==> src/hw/pcbd_pkg.sv <==
// Constants shared by the parallel control bus decoder.
package pcbd_pkg;
  // Host word layout: chip field, register field, write value.
  localparam int          WORD_W      = 32;
  localparam int          DATA_W      = 16;
  localparam int          CHIP_W      = 5;
  localparam int          CHIP_MSB    = 31;
  localparam int          CHIP_LSB    = 27;
  localparam int          REG_W       = 6;
  localparam int          REG_MSB     = 26;
  localparam int          REG_LSB     = 21;
  localparam int          BLK_MSB     = 26;
  localparam int          BLK_LSB     = 25;
  localparam int          SUB_MSB     = 24;
  localparam int          SUB_LSB     = 21;
  localparam int          NUM_BLOCKS  = 4;
  localparam int          BLK_W       = 2;
  localparam int          SUB_W       = 4;
  // Fixed chip address, set at design time (value is arbitrary).
  localparam logic [4:0]  CHIP_ADDR   = 5'h01;
  // Last register of the chip space raises the reset output.
  localparam logic [5:0]  LAST_REG    = 6'h3f;
  // Reset values.
  localparam logic [31:0] WORD_RST    = 32'h0000_0000;
  localparam logic [3:0]  STB_RST     = 4'h0;
endpackage : pcbd_pkg

==> src/hw/pcbd_top.sv <==
// Decoder from the shared host control bus to four user blocks.
`timescale 1ns/100ps
module pcbd_top (
  input  wire logic        clock,
  input  wire logic        rst_n,
  input  wire logic [31:0] host_write_word,
  input  wire logic        host_strobe_n,
  output logic      [31:0] read_word,
  output logic             read_oe,
  output logic      [3:0]  wr_strobe,
  output logic      [3:0]  rd_strobe,
  output logic      [15:0] block_data,
  output logic      [5:0]  reg_select,
  output logic             reset_out,
  input  wire logic [31:0] monitor0,
  input  wire logic [31:0] monitor1,
  input  wire logic [31:0] monitor2,
  input  wire logic [31:0] monitor3
);
  logic        rst_s1;
  logic        rst_sync_n;
  logic [31:0] word_s2;
  logic [31:0] word_q3;
  logic [31:0] word_s3;
  logic        stb_s2;
  logic        stb_s3;
  logic        stb_level;
  logic        lead;
  logic        trail;
  logic [1:0]  block_hold;
  logic        hit_hold;
  logic [31:0] mon_sel;

  // Chip field match against the fixed address.
  function automatic logic chip_hit(input logic [31:0] w);
    return w[pcbd_pkg::CHIP_MSB:pcbd_pkg::CHIP_LSB] == pcbd_pkg::CHIP_ADDR;
  endfunction : chip_hit

  // Block field of a host word.
  function automatic logic [1:0] block_of(input logic [31:0] w);
    return w[pcbd_pkg::BLK_MSB:pcbd_pkg::BLK_LSB];
  endfunction : block_of

  // Reset release through two flops; assertion stays asynchronous.
  always_ff @(posedge clock or negedge rst_n)
  begin
    if (!rst_n)
    begin
      rst_s1     <= 1'b0;
      rst_sync_n <= 1'b0;
    end
    else
    begin
      rst_s1     <= 1'b1;
      rst_sync_n <= rst_s1;
    end
  end

  // The host word and strobe come from another board, so synchronise.
  // bring bus into clock domain
  pcbd_sync #(
    .W       (32),
    .RST_VAL (pcbd_pkg::WORD_RST)
  ) u_word_sync (
    .clock (clock),
    .rst_n (rst_sync_n),
    .d     (host_write_word),
    .q2    (word_s2),
    .q3    (word_q3)
  );

  // A word change counts once the last two stages agree, so a bus caught
  // in mid-change never reaches the decode; this costs one cycle.
  // settled host word
  always_ff @(posedge clock or negedge rst_sync_n)
  begin
    if (!rst_sync_n)
      word_s3 <= pcbd_pkg::WORD_RST;
    else if (word_s2 == word_q3)
      word_s3 <= word_q3;
  end

  pcbd_sync #(
    .W       (1),
    .RST_VAL (1'b1)
  ) u_stb_sync (
    .clock (clock),
    .rst_n (rst_sync_n),
    .d     (host_strobe_n),
    .q2    (stb_s2),
    .q3    (stb_s3)
  );

  // A strobe change counts once the last two stages agree.
  // host word settled before strobe
  assign lead  = (stb_s2 == stb_s3) && !stb_s3 && stb_level;
  assign trail = (stb_s2 == stb_s3) && stb_s3 && !stb_level;

  // Filtered strobe level, idle high.
  always_ff @(posedge clock or negedge rst_sync_n)
  begin
    if (!rst_sync_n)
      stb_level <= 1'b1;
    else if (stb_s2 == stb_s3)
      stb_level <= stb_s3;
  end

  // Address and data to the blocks are latched at the leading edge and
  // held, so a block may still look at them when the read strobe fires.
  // split host word
  always_ff @(posedge clock or negedge rst_sync_n)
  begin
    if (!rst_sync_n)
    begin
      block_data <= 16'h0000;
      reg_select <= 6'h00;
      block_hold <= 2'h0;
      hit_hold   <= 1'b0;
    end
    else if (lead)
    begin
      block_data <= word_s3[pcbd_pkg::DATA_W-1:0];
      reg_select <= {2'h0, word_s3[pcbd_pkg::SUB_MSB:pcbd_pkg::SUB_LSB]};
      block_hold <= block_of(word_s3);
      hit_hold   <= chip_hit(word_s3);
    end
  end

  // Write strobe on the leading edge, one cycle, one block only.
  // write strobe pulse
  always_ff @(posedge clock or negedge rst_sync_n)
  begin
    if (!rst_sync_n)
      wr_strobe <= pcbd_pkg::STB_RST;
    else if (lead && chip_hit(word_s3))
      wr_strobe <= 4'h1 << block_of(word_s3);
    else
      wr_strobe <= pcbd_pkg::STB_RST;
  end

  // Read strobe on the trailing edge, using the address held at lead.
  // read strobe pulse
  always_ff @(posedge clock or negedge rst_sync_n)
  begin
    if (!rst_sync_n)
      rd_strobe <= pcbd_pkg::STB_RST;
    else if (trail && hit_hold)
      rd_strobe <= 4'h1 << block_hold;
    else
      rd_strobe <= pcbd_pkg::STB_RST;
  end

  // Readback mux follows the current address, so no read strobe is needed.
  // select addressed block
  always_comb
  begin
    case (block_of(word_s3))
      2'h0:    mon_sel = monitor0;
      2'h1:    mon_sel = monitor1;
      2'h2:    mon_sel = monitor2;
      default: mon_sel = monitor3;
    endcase
  end

  // Read bus is shared with other chips, so drive it only when addressed.
  // registered read bus
  always_ff @(posedge clock or negedge rst_sync_n)
  begin
    if (!rst_sync_n)
    begin
      read_word <= pcbd_pkg::WORD_RST;
      read_oe   <= 1'b0;
    end
    else
    begin
      read_word <= mon_sel;
      read_oe   <= chip_hit(word_s3);
    end
  end

  // Reset works straight from the pins; it must act with the clock stopped.
  // combinational reset decode
  assign reset_out = chip_hit(host_write_word) &&
    (host_write_word[pcbd_pkg::REG_MSB:pcbd_pkg::REG_LSB] ==
     pcbd_pkg::LAST_REG);

  chk_wr_pulse: assert property (
    @(posedge clock) disable iff (!rst_sync_n)
    (wr_strobe != 4'h0) |=> (wr_strobe == 4'h0))
    else $error("write strobe longer than one cycle");

  chk_wr_cause: assert property (
    @(posedge clock) disable iff (!rst_sync_n)
    (wr_strobe != 4'h0) |-> $past(lead))
    else $error("write strobe without leading edge");

  chk_wr_onehot: assert property (
    @(posedge clock) disable iff (!rst_sync_n)
    $onehot0(wr_strobe) && $onehot0(rd_strobe))
    else $error("more than one block strobed");

  chk_blk_select: assert property (
    @(posedge clock) disable iff (!rst_sync_n)
    (wr_strobe != 4'h0) |-> wr_strobe[block_hold])
    else $error("write strobe to wrong block");

  chk_rd_trail: assert property (
    @(posedge clock) disable iff (!rst_sync_n)
    (rd_strobe != 4'h0) |-> ($past(trail) && stb_level)
      ##1 (rd_strobe == 4'h0))
    else $error("read strobe not a trailing pulse");

  chk_chip_match: assert property (
    @(posedge clock) disable iff (!rst_sync_n)
    (lead && !chip_hit(word_s3)) |=> (wr_strobe == 4'h0))
    else $error("strobe for another chip");

  chk_oe_release: assert property (
    @(posedge clock) disable iff (!rst_sync_n)
    !chip_hit(word_s3) |=> !read_oe)
    else $error("read bus driven while not addressed");

  chk_read_mux: assert property (
    @(posedge clock) disable iff (!rst_sync_n)
    chip_hit(word_s3) |=> (read_oe && read_word == $past(mon_sel)))
    else $error("read word not from selected block");

  chk_reset_addr: assert property (
    @(posedge clock)
    reset_out |->
      (host_write_word[pcbd_pkg::CHIP_MSB:pcbd_pkg::CHIP_LSB] ==
       pcbd_pkg::CHIP_ADDR))
    else $error("reset raised for another chip");
endmodule : pcbd_top

==> src/hw/pcbd_sync.sv <==
// Three-stage synchroniser for pins entering the clock domain.
`timescale 1ns/100ps
module pcbd_sync #(
  parameter int W = 1,
  parameter logic [W-1:0] RST_VAL = '0
) (
  input  wire logic         clock,
  input  wire logic         rst_n,
  input  wire logic [W-1:0] d,
  output logic      [W-1:0] q2,
  output logic      [W-1:0] q3
);
  logic [W-1:0] q1;

  // The first stage feeds only the second; q2 and q3 are compared outside.
  always_ff @(posedge clock or negedge rst_n)
  begin
    if (!rst_n)
    begin
      q1 <= RST_VAL;
      q2 <= RST_VAL;
      q3 <= RST_VAL;
    end
    else
    begin
      q1 <= d;
      q2 <= q1;
      q3 <= q2;
    end
  end
endmodule : pcbd_sync

==> config.mk <==
export PLATFORM = sky130hd
export DESIGN_NAME = pcbd_top
export DESIGN_NICKNAME = d
export VERILOG_FILES = /design/src/hw/pcbd_pkg.sv /design/src/hw/pcbd_top.sv /design/src/hw/pcbd_sync.sv
export SDC_FILE = /design/constraint.sdc
export NUM_CORES = 1
export LEC_CHECK = 0
export BUFFER_PORTS_ARGS = -buffer_cell sky130_fd_sc_hd__buf_2
export CORE_MARGIN = 4
export CORE_UTILIZATION = 50
export CTS_CLUSTER_DIAMETER = 120
export CTS_CLUSTER_SIZE = 40
export DETAILED_ROUTE_END_ITERATION = 10
export GPL_TIMING_DRIVEN = 0
export PLACE_DENSITY = 0.83
export SYNTH_ARGS = -nofsm -noshare
export SYNTH_HDL_FRONTEND = slang
export SYNTH_HIERARCHICAL = 1
export SYNTH_SLANG_ARGS = --single-unit
==> constraint.sdc <==
create_clock -name clock -period 7.7 [get_ports clock]
set_input_delay 1.155 -clock clock [delete_from_list [all_inputs] [get_ports clock]]
set_output_delay 1.155 -clock clock [all_outputs]
set_load 0.02 [all_outputs]
**Word-level counts from Yosys, hierarchy flattened**

Cells that the tools add are included.

- Output and inout bits: 64
- Memory bits (writable): 0
- Memory bits (read-only): 0
- Memories: 0
- Flip-flop bits (word level): 198
- Word-level logic and storage cells: 40
- Latch bits: 0
- Bits of input ports: 163

- Reduce and logical (&&, ||, !) cells: 10
- Divide/modulo/power cells: 0
- Add/subtract/negate cells: 0
- Shift-type cells: 2
- Equal/unequal tests: 7
- $lt $le $gt $ge: 0
- Mux-type cells: 3
- $mul: 0
- Bitwise operators: 0

Operators with widths:

| kind | number |
|---|---|
| 32-bit case mux with 3 select lines | 1 |
| 32-bit equality test | 1 |
| 5-bit by 1-bit equality test with 1-bit output (second input constant) | 2 |
| 4-bit 2-to-1 mux | 2 |
| 1-bit by 2-bit << shifter with 4-bit output (first input constant) | 2 |
| 1-bit logical AND | 7 |
| 6-bit equality test (second input constant) | 1 |
| 2-bit by 1-bit equality test with 1-bit output (second input constant) | 1 |
| 2-bit equality test (second input constant) | 1 |
| 1-bit logical NOT | 2 |
| 2-bit logical NOT | 1 |
| 1-bit equality test | 1 |

**Depth between registers and ports, before layout**

Gate-level depths: netlist of run 1.

- Depth after elaboration: 5
- Depth in mapped cells: 6

**Cells and area by module**

Netlist of run 1, hierarchy kept.

Modules (own cells, without submodules):

| module | cells each | area each (µm²) | instances | sequential area each (µm²) |
|---|---|---|---|---|
| pcbd_top | 263 | 4254.1 | 1 | 2353.5 |
| pcbd_sync at u_word_sync | 96 | 2402.3 | 1 | 2402.3 |
| pcbd_sync at u_stb_sync | 3 | 78.8 | 1 | 78.8 |

**Worst setup path after synthesis of run 1**

No wires, ideal clock.

- Kind: input -> output
- Start point: input host_write_word[28]
- End point: output reset_out
- Path slack: 4.211 ns
- Stages: 2
- Buffers on the path: 0
- Required time: 6.545 ns
- Arrival: 2.334 ns
- Cell sequence: or4b_2 > nor3_1

- Cells in the longest elaborated chain, start to end: 2

Ends and longest elaborated chain:

| element | RTL line | source |
|---|---|---|
| from (decl) | pcbd_top.sv:6 | `input wire logic [31:0] host_write_word,` |
| 5-bit by 1-bit equality test with 1-bit output | pcbd_top.sv:36 | `return w[pcbd_pkg::CHIP_MSB:pcbd_pkg::CHIP_LSB] == pcbd_pkg::CHIP_ADDR;` |
| 1-bit logical AND | pcbd_top.sv:183 | `assign reset_out = chip_hit(host_write_word) &&` |
| to (decl) | pcbd_top.sv:14 | `output logic reset_out,` |

Every way passes these cells.

**Worst setup path after layout of run 1**

Same ends and word-level chain as after synthesis.

==> flow_summary.yaml, run 1 <==
floorplanning:
  die_w_um: 124
  fp.dieArea_um2: 15400
  die_y_um: 124
  num_io_pins: 227
  start_util: 0.509
  placementRows: 42
  core-area_um2: 13200
route:
  ant_nets: 0
  num_vias: 3991
  route.detailed.drc: 0
  viasPerCell: 5.01
  routed_wl_um: 14900
  drt-wirelength-per-cell_um: 18.7
  dr.pass1.iters: 4
  drtIter0Drc: 312
sta:
  fin_crit_sh: 0.450
  fmax_mhz: 288
  tightest_slew_ns: 0.835
  rsz0062_at_grt: "no"
  tns_ns: 0
  finalSetupViolations: 0
  drv_slew: 0
  slew-limit-headroom: 0.443
  holdWs_ns: 0.346
  final_hold_viol_count: 0
  fin_crit_ns: 3.47
  fin_skew_ns: 0.00683
placement:
  routabilityCongestion: 0.711
  io_buffers: 224
  place_inst: 765
  dpl.hpwl_um: 11200
synthesis:
  synth_top_flop_cell: "dfrtp_1"
  ys_ff_latch: 193
  yosysWarnings: 6
  ys_types: 29
  ys_seq_area_frac: 0.718
  synth_top_area_cell: "dfrtp_1"
  async_flop_share: 1.00
  yosysTopAreaCellShare: 0.702
  synth.avg_cell_area_um2: 18.6
  synth_area_leaders: "dfrtp_1, mux4_2, mux2_2, xnor2_1, dfstp_2"
  syn-cell-area_um2: 6740
  synthCells: 362
  synth_edf_count: 0
layout:
  drive_above_1_share: 0.571
  syn_to_final_growth_pct: 29.6
  final_cell_mix: "buf_2, dfrtp_1, mux2_2, mux4_2, xnor2_1"
  fin_cells: 796
  fillers: 953
  diodes: 0
  nNetsFinal: 773
  mostFrequentLayoutCell: "buf_2"
setup_path:
  cp_slowest_cell: "or4b_2"
  setup.worst_path.end: "reset_out"
  r2r_slack_ns: 5.59
  cp.required_ns: 6.55
  rr_worst_depth: 5
  worst-path-max-fanout: 2
  endpoint_kind: "output port"
  crit_start: "host_write_word[28]"
  r2r_start: "u_stb_sync/q2$_DFF_PN1_"
  crit_type: "input pin to output port"
  slowest_delay_ns: 0.66
  r2r-end: "block_data[1]$_DFFE_PN0P_"
  startpoint_type: "input pin"
  crit_top_cell: "buf_2"
  arrival_ns: 2.31
  crit_chain: "buf_2 -> or4b_2 -> nor3_1 -> buf_2"
pwr:
  seq_power_share: 0.522
  powerDensity_nw_per_um2: 236
  combPwrFrac: 0.059
  internal_power_mw: 1.60
  power_switching_mw: 0.459
  peakVddDrop_uv: 297
  netSwitchingFraction: 0.223
  p_clk_frac: 0.419
  leakagePower_nw: 4.30
clock_network:
  numCtsBuffers: 17
  cts_tree: "yes"
  clk_pin_slew_ns: 0.07
  cts_buffer_depth: 2
  htree_levels: 4
  cts_hold_buf: 0
  cts_sinks: 193
  root_buffer: "clkbuf_16"
  cts_resized: 0
  worstSkewPairLatency_ns: 0.42
  cts_setup_buffers: 0
global_routing:
  first_global_vias: 4294
  grt_overflow: 0
  grt_usage: 0.196
  grt_first_pass_wirelength_um: 22200
  antenna_found_initial: 0
  grt_max_degree: 75
job:
  drv_cap: 0
hold_path:
  min_from: "u_word_sync/q1[27]$_DFF_PN0_"
  hold_path_class: "flip-flop to flip-flop"
status:
  status: "complete, no violations"
through the flow:
stage	utilization	total power [mW]	worst slack [ns]	cell area (um2)
3_5_place_dp	0.615	1.22	4.23	8140
5_1_grt	0.659	2.14	4.17	8730
2_1_floorplan	-	1.15	1.93	6740
3_3_place_gp	0.610	1.21	0.426	8080
4_1_cts	0.659	2.08	4.22	8730
6_report	0.659	2.06	4.23	8730
power groups by stage:
stage / Sequential, mW / Combinational, mW / Clock, mW
after floorplan: 1.11 / 0.0356 / 0
after global placement: 1.10 / 0.102 / 0
after detailed placement: 1.10 / 0.122 / 0
after CTS: 1.08 / 0.123 / 0.882
after global routing: 1.08 / 0.132 / 0.932
final: 1.08 / 0.121 / 0.862
metal layers:
layer,track usage,part of all wire,vias to the layer above
met5,0,0,-
met4,0.0554,0.013,0
met3,0.0472,0.054,23
met2,0.317,0.52,139
met1,0.270,0.41,2058
li1,-,-,1771
flip-flops by register name, indices dropped and copies added, names as in the netlist, 2 cells and up:
register,count
wr_strobe,4
block_data,16
rd_strobe,4
word_s3,27
u_word_sync/q3,32
u_word_sync/q1,32
block_hold,2
reg_select,4
u_word_sync/q2,32
read_word,32
logic make-up after synthesis:
kind of cell	after synthesis	synth area share
DFF	193	0.718
muxes	81	0.191
and+or+nand+nor	34	0.0310
xor gates and xnor gates	32	0.0416
buffers and inverters	17	0.0134
adders and majority gates	2	0.00371
other	2	0.00112
AOI/OAI and AO/OA	1	0.000742
layout make-up:
| class | count | area (um2) | area share |
|---|---|---|---|
| flip-flops and latches | 193 | 4840 | 0.554 |
| multi-input cells | 153 | 1810 | 0.208 |
| repair buffers | 226 | 1180 | 0.135 |
| clock buffers | 18 | 429 | 0.0492 |
| well taps | 176 | 220 | 0.0252 |
| clock inverters | 13 | 158 | 0.0181 |
| plain buffers | 14 | 78.8 | 0.00903 |
| inverters | 3 | 11.3 | 0.00129 |
synth_stat cells (3+ instances only):
cell,n
nor3b_1,3
nand4_1,8
xnor2_1,32
inv_1,3
nand2_1,6
mux2_4,3
dfrtp_1,189
clkbuf_1,5
mux2_2,46
nor3_1,3
buf_2,3
dfstp_2,4
mux4_2,32
critical path: cells and delay by family:
family / cells / cell delay [ns]
buffers and inverters: 2 / 0.31
and+or+nand+nor: 2 / 0.85
worst min path at each step:
stage	slack, ns	to	depth (start not counted)
finish	0.35	u_word_sync/q2[27]$_DFF_PN0_	0
global route	0.35	u_word_sync/q2[20]$_DFF_PN0_	0
CTS	0.35	u_word_sync/q2[27]$_DFF_PN0_	0
detailed placement	0.33	u_word_sync/q2[27]$_DFF_PN0_	0
global placement	0.33	u_word_sync/q2[3]$_DFF_PN0_	0
floorplan	0.33	rst_sync_n$_DFF_PN0_	0
No activity file was read; power rests on OpenSTA's default activity.
==> run 2: changes to the inputs <==
CORE_UTILIZATION = 45   (was 50)
PLACE_DENSITY = 0.79   (was 0.83)
clock period = 3 ns   (was 7.7 ns; I/O delays follow)
==> flow_summary.yaml, run 2 (synthesis gave the netlist of run 1 again) <==
pwr:
  combPwrFrac: 0.059
  peakVddDrop_uv: 591
  powerDensity_nw_per_um2: 603
  seq_power_share: 0.522
  power_switching_mw: 1.23
  leakagePower_nw: 4.31
  netSwitchingFraction: 0.233
  p_clk_frac: 0.419
  internal_power_mw: 4.05
clock_network:
  cts_resized: 0
  clk_pin_slew_ns: 0.07
  cts_tree: "yes"
  numCtsBuffers: 17
  cts_buffer_depth: 2
  cts_setup_buffers: 0
  worstSkewPairLatency_ns: 0.43
  cts_hold_buf: 1
  cts_sinks: 193
  htree_levels: 4
  root_buffer: "clkbuf_16"
floorplanning:
  num_io_pins: 227
  placementRows: 44
  die_y_um: 130
  start_util: 0.462
  fp.dieArea_um2: 17000
  core-area_um2: 14600
  die_w_um: 130
sta:
  fin_crit_sh: 0.683
  fmax_mhz: 488
  fin_crit_ns: 2.05
  finalSetupViolations: 0
  tightest_slew_ns: 0.732
  fin_skew_ns: 0.00829
  tns_ns: 0
  rsz0062_at_grt: "no"
  drv_slew: 0
  final_hold_viol_count: 0
  slew-limit-headroom: 0.507
global_routing:
  grt_first_pass_wirelength_um: 21100
  grt_overflow: 0
  first_global_vias: 4119
  grt_max_degree: 77
  grt_usage: 0.166
  antenna_found_initial: 1
layout:
  syn_to_final_growth_pct: 29.9
  regArea_um2: 4840
  mostFrequentLayoutCell: "buf_2"
  nNetsFinal: 774
  multi_input_area_um2: 1810
  diodes: 0
  drive_above_1_share: 0.571
  stdcell_area_um2: 8750
  final_cell_mix: "buf_2, dfrtp_1, mux2_2, mux4_2, xnor2_1"
  fillers: 1074
setup_path:
  r2r_start: "u_stb_sync/q2$_DFF_PN1_"
  crit_start: "u_stb_sync/q2$_DFF_PN1_"
  startpoint_type: "flip-flop"
  arrival_ns: 2.36
  cp.required_ns: 3.31
  worst-path-max-fanout: 10
  crit_type: "flip-flop to flip-flop"
  endpoint_kind: "flip-flop"
route:
  viasPerCell: 4.90
  num_vias: 3949
  dr.pass1.iters: 4
  routed_wl_um: 14000
  drt-wirelength-per-cell_um: 17.4
  ant_nets: 0
  route.detailed.drc: 0
  drtIter0Drc: 183
placement:
  dpl.hpwl_um: 10600
  placed_area_um2: 8150
  io_buffers: 224
  routabilityCongestion: 0.726
hold_path:
  min_from: "host_write_word[14]"
  hold_path_class: "input pin to flip-flop"
status:
  status: "complete, no violations"
job:
  drv_cap: 0
==> run 2: cell count changes in the layout (fill, tap and decap cells not counted) <==
cell / delta
inv_8: +3
clkinv_4: -2
inv_6: +1
clkinvlp_4: -1
bufinv_16: -1
dlygate4sd3_1: +1
clkinv_8: +1
==> run 2: critical path, stage by stage, from the launching register on <==
cell and delay, ns:
dfstp_2 0.56, inv_1 0.05, ha_1 0.20, nand2_1 0.16
buf_1 0.54, mux2_2 0.41
==> run 2: area by class of cell <==
type,instances,share of cell area
inverters,3,0.00129
repair buffers,227,0.136
plain buffers,14,0.00901
clock inverters,14,0.0184
well taps,184,0.0263
clock buffers,18,0.0490
flip-flops and latches,193,0.553
multi-input cells,153,0.207
==> run 2: power by group through the flow <==
stage | clock, mW | sequential, mW | combinational [mW]
after CTS | 2.27 | 2.76 | 0.317
final | 2.21 | 2.75 | 0.312
after detailed placement | 0 | 2.81 | 0.314
after global routing | 2.39 | 2.77 | 0.341
after global placement | 0 | 2.83 | 0.263
after floorplan | 0 | 2.85 | 0.0913
==> run 2: metrics by stage <==
step / util / cells / hold slack, ns / total power, mW / setup slack [ns]
after global routing: 0.600 / 806 / 0.0858 / 5.50 / 0.815
after detailed placement: 0.559 / 773 / 0.239 / 3.12 / 0.937
after CTS: 0.600 / 806 / 0.0982 / 5.34 / 0.906
after global placement: 0.555 / 771 / 0.235 / 3.10 / 0.531
after floorplan: - / 363 / 0.154 / 2.94 / 0.921
final: 0.600 / 806 / 0.120 / 5.28 / 0.952
==> run 2: path summary, 6_finish.rpt <==
check / slack (ns) / to / cells after the start
max in group asynchronous: 1.83 / stb_level$_DFFE_PN1N_ / 1
hold / removal: 0.12 / u_word_sync/q1[14]$_DFF_PN0_ / 1
setup reg to reg: 0.95 / block_data[4]$_DFFE_PN0P_ / 5
setup / recovery: 0.95 / block_data[4]$_DFFE_PN0P_ / 5
min in group asynchronous: 0.34 / rst_sync_n$_DFF_PN0_ / 2
hold reg to reg: 0.35 / u_word_sync/q2[9]$_DFF_PN0_ / 0
==> run 2: layer usage <==
| metal | global-route usage | part of all wire |
|---|---|---|
| met5 | 0 | 0.00050 |
| met4 | 0.0551 | 0.014 |
| met3 | 0.0594 | 0.068 |
| met2 | 0.254 | 0.51 |
| met1 | 0.226 | 0.41 |
